### src/logic/vsd_pkg.sv
// Constants for the bus slave address decoder.
package vsd_pkg;
  // Address modifier codes.
  localparam logic [5:0] AM_A24_SUP_BLT = 6'h3F;
  localparam logic [5:0] AM_A24_SUP_DATA = 6'h3D;
  localparam logic [5:0] AM_A24_SUP_MBLT = 6'h3C;
  localparam logic [5:0] AM_A24_USR_BLT = 6'h3B;
  localparam logic [5:0] AM_A24_USR_DATA = 6'h39;
  localparam logic [5:0] AM_A24_USR_MBLT = 6'h38;
  localparam logic [5:0] AM_CFG_SPACE = 6'h2F;
  localparam logic [5:0] AM_A32_SUP_BLT = 6'h0F;
  localparam logic [5:0] AM_A32_SUP_DATA = 6'h0D;
  localparam logic [5:0] AM_A32_SUP_MBLT = 6'h0C;
  localparam logic [5:0] AM_A32_USR_BLT = 6'h0B;
  localparam logic [5:0] AM_A32_USR_DATA = 6'h09;
  localparam logic [5:0] AM_A32_USR_MBLT = 6'h08;
  // Field positions and widths.
  localparam int SLOT_W = 5;
  localparam int GEO_SLOT_LSB = 19;
  localparam int BASE_LSB = 16;
  localparam int TAG_LSB = 27;
  localparam int OFFSET_W = 16;
  // Reset values.
  localparam logic [7:0] MCAST_BYTE_RST = 8'hAA;
  localparam logic [4:0] SLOT_RST = 5'h00;
  // Offset window of the output buffer.
  localparam logic [15:0] OUTBUF_LAST = 16'h07FF;
  // Chain position encoding {first,last}.
  localparam logic [1:0] CHAIN_INACTIVE = 2'h0;
  localparam logic [1:0] CHAIN_LAST = 2'h1;
  localparam logic [1:0] CHAIN_FIRST = 2'h2;
  localparam logic [1:0] CHAIN_MIDDLE = 2'h3;
  typedef enum logic [2:0] {VSD_NONE, VSD_BASE24, VSD_BASE32, VSD_GEO, VSD_MCAST, VSD_CHAIN} vsd_mode_e;
  typedef enum {VSD_IDLE, VSD_ACTIVE, VSD_WAIT_END} vsd_state_e;
endpackage : vsd_pkg

### src/logic/vsd_decoder.sv
// Address decoder and chain token logic of the bus slave.
// Contract
// - A24 base accepts sup/user single, BLT, MBLT
// - A32 base accepts sup/user single, BLT, MBLT
// - Code 0x2F selects configuration space
// - Base compares A23:16 or A31:16
// - Base select bit clear uses switches
// - Base select bit set uses registers
// - Geographical access A24, 0x2F, no buffer
// - Capture slot address at every reset when the aux connector is present
// - Match slot on A23:19, A18:16 zero
// - No aux connector: no geo, writable slot
// - Chained readout only A32 block codes
// - Multicast only A32 single access codes
// - Multicast writes all boards, write only
// - Chained readout reads output buffer only
// - Multicast byte register resets to 0xAA
// - Match A31:24 byte, A23:16 zero
// - Only token holder moves chain data
// - Decode first/last flags into chain position
// - Tag header and trailer with slot bits
`timescale 1ns/1ps
`default_nettype none
module vsd_decoder (
  // Clock and reset
  input wire logic mclk_i,
  input wire logic nrst_i,
  // Bus cycle from the backplane
  input wire logic [31:0] addr_i,
  input wire logic [5:0] am_i,
  input wire logic as_n_i,
  input wire logic write_n_i,
  input wire logic ds_n_i,
  input wire logic iackin_n_i,
  // Board straps and switches
  input wire logic [15:0] rotary_sw_i,
  input wire logic [4:0] slot_id_lines_i,
  input wire logic aux_backplane_connector_i,
  // Configuration bits
  input wire logic base_sel_regs_i,
  input wire logic [7:0] base_addr_reg_upper_i,
  input wire logic [7:0] base_addr_reg_lower_i,
  input wire logic mcast_byte_we_i,
  input wire logic [7:0] mcast_byte_i,
  input wire logic slot_we_i,
  input wire logic [4:0] slot_wdata_i,
  input wire logic chain_first_i,
  input wire logic chain_last_i,
  // Decode results
  output logic select_o,
  output logic [2:0] mode_o,
  output logic [15:0] offset_o,
  output logic cfg_space_o,
  output logic outbuf_o,
  output logic bcast_write_o,
  output logic iackout_n_o,
  output logic [4:0] slot_addr_o,
  output logic [7:0] mcast_byte_o,
  output logic [1:0] chain_pos_o,
  output logic [4:0] data_tag_o,
  output logic tag_is_msb_o,
  // Chain data path
  input wire logic chain_done_i,
  input wire logic [31:0] word_i,
  output logic [31:0] tagged_word_o
);
  logic [31:0] addr_s;
  logic [5:0] am_s;
  logic [3:0] ctl_s;
  logic [4:0] slot_s;
  logic aux_s;
  logic as_n_s;
  logic write_n_s;
  logic ds_n_s;
  logic iackin_n_s;
  logic [4:0] slot_r;
  logic [1:0] slot_wait_r;
  logic [7:0] mcast_r;
  logic [1:0] chain_r;
  vsd_pkg::vsd_mode_e mode_nxt;
  vsd_pkg::vsd_mode_e mode_r;
  vsd_pkg::vsd_state_e state_r;
  logic [15:0] offset_r;
  logic write_r;
  logic token_r;
  logic [15:0] base_hi;
  logic [15:0] offset_nxt;
  logic is_a24;
  logic is_a32;
  logic is_blk32;
  logic is_sgl32;
  logic holds_token;

  // Every bus level and the slot straps pass two flops before use; the rotary switches are used directly.
  vsd_sync #(.W(32)) u_sync_addr (.mclk_i(mclk_i), .nrst_i(nrst_i), .d_i(addr_i), .q_o(addr_s));
  vsd_sync #(.W(6)) u_sync_am (.mclk_i(mclk_i), .nrst_i(nrst_i), .d_i(am_i), .q_o(am_s));
  vsd_sync #(.W(4)) u_sync_ctl (
    .mclk_i(mclk_i),
    .nrst_i(nrst_i),
    .d_i({as_n_i, write_n_i, ds_n_i, iackin_n_i}),
    .q_o(ctl_s)
  );
  vsd_sync #(.W(6)) u_sync_slot (
    .mclk_i(mclk_i),
    .nrst_i(nrst_i),
    .d_i({aux_backplane_connector_i, slot_id_lines_i}),
    .q_o({aux_s, slot_s})
  );
  assign as_n_s = ctl_s[3];
  assign write_n_s = ctl_s[2];
  assign ds_n_s = ctl_s[1];
  assign iackin_n_s = ctl_s[0];

  // Codes that a given addressing mode will take.
  function automatic logic am_a24_base(input logic [5:0] am);
    am_a24_base = (am == vsd_pkg::AM_A24_SUP_BLT) || (am == vsd_pkg::AM_A24_SUP_DATA) ||
      (am == vsd_pkg::AM_A24_SUP_MBLT) || (am == vsd_pkg::AM_A24_USR_BLT) ||
      (am == vsd_pkg::AM_A24_USR_DATA) || (am == vsd_pkg::AM_A24_USR_MBLT);
  endfunction : am_a24_base

  function automatic logic am_a32_base(input logic [5:0] am);
    am_a32_base = (am == vsd_pkg::AM_A32_SUP_BLT) || (am == vsd_pkg::AM_A32_SUP_DATA) ||
      (am == vsd_pkg::AM_A32_SUP_MBLT) || (am == vsd_pkg::AM_A32_USR_BLT) ||
      (am == vsd_pkg::AM_A32_USR_DATA) || (am == vsd_pkg::AM_A32_USR_MBLT);
  endfunction : am_a32_base

  assign is_a24 = am_a24_base(am_s);
  assign is_a32 = am_a32_base(am_s);
  assign is_blk32 = (am_s == vsd_pkg::AM_A32_SUP_BLT) || (am_s == vsd_pkg::AM_A32_USR_BLT);
  assign is_sgl32 = (am_s == vsd_pkg::AM_A32_SUP_DATA) || (am_s == vsd_pkg::AM_A32_USR_DATA);

  // Base from switches or from the two programmable bytes.
  assign base_hi = base_sel_regs_i ? {base_addr_reg_upper_i, base_addr_reg_lower_i} : rotary_sw_i;

  // With the aux connector present, the slot address is reloaded once the synchroniser has refilled after reset.
  always_ff @(posedge mclk_i or negedge nrst_i)
  begin
    if (!nrst_i)
    begin
      slot_r <= vsd_pkg::SLOT_RST;
      slot_wait_r <= 2'h0;
    end
    else if (slot_wait_r != 2'h3)
    begin
      slot_wait_r <= 2'(slot_wait_r + 2'h1);
      if ((slot_wait_r == 2'h2) && aux_s)
      begin
        slot_r <= slot_s;
      end
    end
    else if (slot_we_i && !aux_s)
    begin
      slot_r <= slot_wdata_i;
    end
  end

  always_ff @(posedge mclk_i or negedge nrst_i)
  begin
    if (!nrst_i)
    begin
      mcast_r <= vsd_pkg::MCAST_BYTE_RST;
    end
    else if (mcast_byte_we_i)
    begin
      mcast_r <= mcast_byte_i;
    end
  end

  always_ff @(posedge mclk_i or negedge nrst_i)
  begin
    if (!nrst_i)
    begin
      chain_r <= vsd_pkg::CHAIN_INACTIVE;
    end
    else
    begin
      chain_r <= {chain_first_i, chain_last_i};
    end
  end

  // Mode decode; anything not matched leaves the board silent.
  always_comb
  begin
    mode_nxt = vsd_pkg::VSD_NONE;
    offset_nxt = addr_s[15:0];
    if (am_s == vsd_pkg::AM_CFG_SPACE)
    begin
      if (aux_s && (addr_s[23:vsd_pkg::GEO_SLOT_LSB] == slot_r) && (addr_s[18:16] == 3'h0)
          && (addr_s[15:0] > vsd_pkg::OUTBUF_LAST))
      begin
        mode_nxt = vsd_pkg::VSD_GEO;
      end
    end
    else if ((chain_r != vsd_pkg::CHAIN_INACTIVE) && (addr_s[31:24] == mcast_r) && (addr_s[23:16] == 8'h00)
             && ((is_blk32 && write_n_s) || (is_sgl32 && !write_n_s)))
    begin
      if (is_blk32 && (addr_s[15:0] <= vsd_pkg::OUTBUF_LAST))
      begin
        mode_nxt = vsd_pkg::VSD_CHAIN;
      end
      else if (is_sgl32)
      begin
        mode_nxt = vsd_pkg::VSD_MCAST;
      end
    end
    else if (is_a24 && (addr_s[23:vsd_pkg::BASE_LSB] == base_hi[7:0]))
    begin
      mode_nxt = vsd_pkg::VSD_BASE24;
    end
    else if (is_a32 && (addr_s[31:vsd_pkg::BASE_LSB] == base_hi))
    begin
      mode_nxt = vsd_pkg::VSD_BASE32;
    end
  end

  // Cycle tracking: decode on address strobe, hold until it lifts.
  always_ff @(posedge mclk_i or negedge nrst_i)
  begin
    if (!nrst_i)
    begin
      state_r <= vsd_pkg::VSD_IDLE;
      mode_r <= vsd_pkg::VSD_NONE;
      offset_r <= 16'h0000;
      write_r <= 1'b0;
    end
    else
    begin
      case (state_r)
        vsd_pkg::VSD_IDLE:
        begin
          if (!as_n_s)
          begin
            mode_r <= mode_nxt;
            offset_r <= offset_nxt;
            write_r <= !write_n_s;
            state_r <= (mode_nxt == vsd_pkg::VSD_NONE) ? vsd_pkg::VSD_WAIT_END : vsd_pkg::VSD_ACTIVE;
          end
        end
        vsd_pkg::VSD_ACTIVE:
        begin
          if (as_n_s)
          begin
            mode_r <= vsd_pkg::VSD_NONE;
            state_r <= vsd_pkg::VSD_IDLE;
          end
        end
        vsd_pkg::VSD_WAIT_END:
        begin
          if (as_n_s)
          begin
            state_r <= vsd_pkg::VSD_IDLE;
          end
        end
        default:
        begin
          state_r <= vsd_pkg::VSD_IDLE;
          mode_r <= vsd_pkg::VSD_NONE;
        end
      endcase
    end
  end

  // Token: the first board takes it once data strobe is low, others take it
  // from the incoming chain line; it moves on when this board is done.
  always_ff @(posedge mclk_i or negedge nrst_i)
  begin
    if (!nrst_i)
    begin
      token_r <= 1'b0;
    end
    else if (as_n_s || (chain_r == vsd_pkg::CHAIN_INACTIVE))
    begin
      token_r <= 1'b0;
    end
    else if (!ds_n_s && !token_r && ((chain_r == vsd_pkg::CHAIN_FIRST) || !iackin_n_s))
    begin
      token_r <= 1'b1;
    end
  end

  logic passed_r;
  always_ff @(posedge mclk_i or negedge nrst_i)
  begin
    if (!nrst_i)
    begin
      passed_r <= 1'b0;
    end
    else if (as_n_s || (chain_r == vsd_pkg::CHAIN_INACTIVE))
    begin
      passed_r <= 1'b0;
    end
    else if (token_r && chain_done_i)
    begin
      passed_r <= 1'b1;
    end
  end

  assign holds_token = token_r && !passed_r;
  assign iackout_n_o = !passed_r || (chain_r == vsd_pkg::CHAIN_LAST);

  // Chained readout only selects while this board holds the token; multicast selects on any write.
  always_comb
  begin
    case (mode_r)
      vsd_pkg::VSD_NONE: select_o = 1'b0;
      vsd_pkg::VSD_CHAIN: select_o = holds_token && !write_r;
      vsd_pkg::VSD_MCAST: select_o = write_r;
      default: select_o = 1'b1;
    endcase
  end

  assign mode_o = mode_r;
  assign offset_o = offset_r;
  assign cfg_space_o = (mode_r == vsd_pkg::VSD_GEO);
  assign outbuf_o = (offset_r <= vsd_pkg::OUTBUF_LAST) && (mode_r != vsd_pkg::VSD_GEO)
    && (mode_r != vsd_pkg::VSD_MCAST) && (mode_r != vsd_pkg::VSD_NONE);
  assign bcast_write_o = (mode_r == vsd_pkg::VSD_MCAST) && write_r;
  assign slot_addr_o = slot_r;
  assign mcast_byte_o = mcast_r;
  assign chain_pos_o = chain_r;
  assign data_tag_o = slot_r;
  assign tag_is_msb_o = 1'b1;

  // Header and trailer words carry the slot in the top five bits.
  always_ff @(posedge mclk_i or negedge nrst_i)
  begin
    if (!nrst_i)
    begin
      tagged_word_o <= 32'h0000_0000;
    end
    else
    begin
      tagged_word_o <= {slot_r, word_i[vsd_pkg::TAG_LSB-1:0]};
    end
  end
endmodule : vsd_decoder
`default_nettype wire

### src/logic/vsd_sync.sv
// Two-flop synchroniser for a bundle of asynchronous levels.
`timescale 1ns/1ps
`default_nettype none
module vsd_sync #(
  parameter int W = 1
) (
  // Clock and reset
  input wire logic mclk_i,
  input wire logic nrst_i,
  // Data
  input wire logic [W-1:0] d_i,
  output logic [W-1:0] q_o
);
  logic [W-1:0] meta_r;
  logic [W-1:0] sync_r;

  always_ff @(posedge mclk_i or negedge nrst_i)
  begin
    if (!nrst_i)
    begin
      meta_r <= '0;
      sync_r <= '0;
    end
    else
    begin
      meta_r <= d_i;
      sync_r <= meta_r;
    end
  end

  assign q_o = sync_r;
endmodule : vsd_sync
`default_nettype wire

### config.mk
export PLATFORM = sky130hd
export DESIGN_NAME = vsd_decoder
export DESIGN_NICKNAME = d
export VERILOG_FILES = /design/src/logic/vsd_pkg.sv /design/src/logic/vsd_decoder.sv /design/src/logic/vsd_sync.sv
export SDC_FILE = /design/constraint.sdc
export NUM_CORES = 1
export LEC_CHECK = 0
export ABC_AREA = 1
export BUFFER_PORTS_ARGS = -buffer_cell sky130_fd_sc_hd__buf_2
export CAP_MARGIN = 20
export CORE_MARGIN = 4
export CORE_UTILIZATION = 50
export DETAILED_ROUTE_END_ITERATION = 6
export MAX_ROUTING_LAYER = met4
export PLACE_DENSITY = 0.86
export REMOVE_ABC_BUFFERS = 1
export SETUP_SLACK_MARGIN = 0.4
export SYNTH_ARGS = -nofsm -noshare
export SYNTH_HDL_FRONTEND = slang
export SYNTH_SLANG_ARGS = --single-unit
### constraint.sdc
create_clock -name mclk_i -period 2.5 [get_ports mclk_i]
set_clock_uncertainty 0.2 [all_clocks]
set_input_delay 0.375 -clock mclk_i [delete_from_list [all_inputs] [get_ports mclk_i]]
set_output_delay 0.375 -clock mclk_i [all_outputs]
set_load 0.01 [all_outputs]
==> impl_metrics.csv <==
group,metric,value,unit
drt,finalWirelength,16600,um
clock_network,clock_sinks,169,
drt,drtIter0Drc,302,
drt,drc_errors,0,
worst_hold_path,hp-start,"chain_done_i",
worst_setup_path,critPathSlowestCell,"or4_1",
timing,fin_setup_tns,0,ps
worst_setup_path,cp.required,1920,ps
drt,ant_nets,0,
place,dpl.hpwl,10100,um
timing,final_hold_viol_count,0,
timing,worst_pin_slew,554,ps
clock_network,clk_path_buf_depth,2,
worst_setup_path,worstReg2RegStart,"mcast_byte_o[3]",
outcome,status,"finished clean",
worst_setup_path,end_kind,"output port",
synthesis,syn_avg_cell_area,11.0,um^2
cells_and_area,area_growth,43.1,%
worst_setup_path,crit_chain,"or4_1 > nor4_2 > buf_2",
clock_network,htree_levels,4,
cells_and_area,layout.nets,999,
worst_setup_path,crit_family,"simple AND/OR/NAND/NOR gates",
clock_network,clock_latency,420,ps
clock_network,cts-buffers-inserted,17,
worst_setup_path,cp.arrival,1770,ps
synthesis,yosysTopAreaCell,"dfrtp_1",
synthesis,netlist_area,6110,um^2
synthesis,synth_top_area_share,0.676,
global_routing,antenna_found_initial,1,
pwr,leakagePower,0.00457,uW
clock_network,clockRootBuffer,"clkbuf_16",
drt,dr.pass1.iters,4,
timing,rsz0062_at_grt,"true",
synthesis,async_flop_share,1.00,
global_routing,overflow,0,
timing,period_share,0.937,
drt,num_vias,4904,
drt,viasPerCell,4.80,
global_routing,grt_use_total,0.250,
synthesis,synth_seq_cells,169,
clock_network,clk_pin_slew,60,ps
worst_setup_path,cp_max_fo,3,
worst_setup_path,path_buf_inv,1,
drt,wl_per_cell,16.2,um
synthesis,syn_inst,556,
pwr,power_density,758,nW/um^2
worst_setup_path,critical_path_class,"reg -> out",
synthesis,synth_cell_types,32,
cells_and_area,n_fill_cell,764,
timing,relSlewSlack,0.628,
place,port_buffers,203,
clock_network,cts_tree,"yes",
synthesis,synthTopCellsByArea,"dfrtp_1 68%, nand2_1 9.2%, inv_1 3.9%",
timing,setup_viol,0,
place,gp_congestion,0.829,
floorplan,rows,40,
global_routing,grt_pass1_vias,5360,
global_routing,grt_pass1_wl,26300,um
worst_setup_path,startpoint,"offset_o[13]",
floorplan,die_y,119,um
synthesis,yosys_most_used_dff,"dfrtp_1",
floorplan,die-area,14100,um^2
floorplan,coreArea,12000,um^2
floorplan,fp.dieW,119,um
cells_and_area,final_util,0.728,
worst_setup_path,critical_path.max_stage_delay,570,ps
pwr,ir_drop,0.000555,V
synthesis,yosysSeqAreaShare,0.693,
floorplan,start_util,0.509,
global_routing,grt_max_degree,63,
worst_hold_path,hold_class,"in -> reg",
job,drv_cap,0,
timing,clock.fmax,0.427,GHz
worst_setup_path,worstSetupStartpointType,"flip-flop",
timing,report.final.slew_viol_count,0,
cells_and_area,drive_gt1_frac,0.316,
synthesis,synth_edf_count,0,
floorplan,ios,210,
timing,period_minus_slack,2340,ps
synthesis,yosys_warnings,0,
[state kept, by name, indices dropped and copies added, names as in the netlist, 4 cells and up]
signal              flops
data_tag_o              5
mcast_byte_o            8
offset_o               16
tagged_word_o          32
u_sync_addr.meta_r     32
u_sync_addr.q_o        32
u_sync_am.meta_r        6
u_sync_am.q_o           6
u_sync_ctl.meta_r       4
u_sync_ctl.q_o          4
u_sync_slot.meta_r      6
u_sync_slot.q_o         6
[final timing paths]
| check | end | slack [ps] | cells after the start |
|---|---|---|---|
| max | outbuf_o | 160 | 3 |
| min | passed_r | 40 | 3 |
| max reg2reg | state_r[0] | 590 | 12 |
| min reg2reg | u_sync_addr.q_o[26] | 140 | 0 |
| max in group asynchronous | mcast_byte_o[5] | 1080 | 3 |
| min in group asynchronous | tagged_word_o[17] | 320 | 2 |
[cell type report]
type                    count  area, um^2  area share
flip-flops and latches    169        4230       0.484
repair buffers            300        1980       0.226
multi-input cells         308        1560       0.178
clock buffers              21         450      0.0515
inverters                  65         246      0.0282
well taps                 147         184      0.0210
clock inverters            11        90.1      0.0103
diodes                      1        2.50    0.000286
[cells in the final DEF (no fill, tap or decap), types with 17 or more instances in the layout]
cell type / count
o21ai_0: 17
buf_2: 202
dlygate4sd3_1: 86
mux2_2: 17
dfrtp_1: 165
inv_1: 64
nand3_1: 44
clkbuf_16: 17
nand2_1: 150
nor2_1: 28
[kinds of logic (layout without fill, tap and decap cells)]
logic type / after synthesis / count (layout) / synth area share
compound gates: 36 / 36 / 0.0324
xor+xnor: 4 / 4 / 0.00573
fa+ha+maj: 5 / 5 / 0.0102
buf+inv: 79 / 397 / 0.0577
flops: 169 / 169 / 0.693
mux: 21 / 21 / 0.0379
other cells: 1 / 2 / 0.000614
simple gates: 241 / 241 / 0.163
[routing by layer]
layer | up-vias | track usage | share of wire
li1 | 2356 | - | -
met1 | 2333 | 0.297 | 0.40
met2 | 189 | 0.419 | 0.51
met3 | 26 | 0.0632 | 0.065
met4 | 0 | 0.0811 | 0.018
met5 | - | - | 0
[stage by stage]
step	total power, uW	setup WS, ps	hold WS, ps	std cells	instance area (um^2)
after detailed placement	4110	292	135	900	7280
final	6630	158	40.8	1022	8750
after global placement	4060	329	132	900	7280
after global routing	6940	35.9	56.7	1022	8750
after floorplan	3620	604	-121	542	6000
after CTS	6610	235	24.5	1020	8700
[Yosys cell counts, types with 2 or more instances]
master,n
a21oi_1,10
buf_4,8
buf_6,3
clkbuf_1,2
dfrtp_1,165
dfstp_2,4
ha_1,5
inv_1,64
mux2_2,17
mux2i_1,4
nand2_1,150
nand3_1,45
nand4_1,2
nor2_1,31
nor3_1,6
o211ai_1,3
o21ai_0,18
o21ai_1,2
or2_2,2
xor2_1,3
[worst reg2reg max path: stages (launching register included)]
cell and delay, ps:
dfstp_2 550, inv_1 50, nand2_1 50, nand2_1 50, nor2_1 100, nand2_1 80, nor2_1 140, nand2_1 80
a21oi_1 250, a21oi_1 110, nand2_1 100, nand2_1 50, nand2_1 60
[what timing repair did]
item | 4_1_cts | 5_1_grt
gates resized for setup | 0 | 10
buffers inserted | 2 | 1
pin swaps | 0 | 2
hold buffers | 86 | 0
hold endpoints to repair | 140 | 0
setup endpoints to repair | 1 | 5
[power by group]
part / switching, uW / internal (uW)
Sequential: 179 / 3000
Combinational: 544 / 500
Clock: 1090 / 1320
No activity file was read; power rests on OpenSTA's default activity.
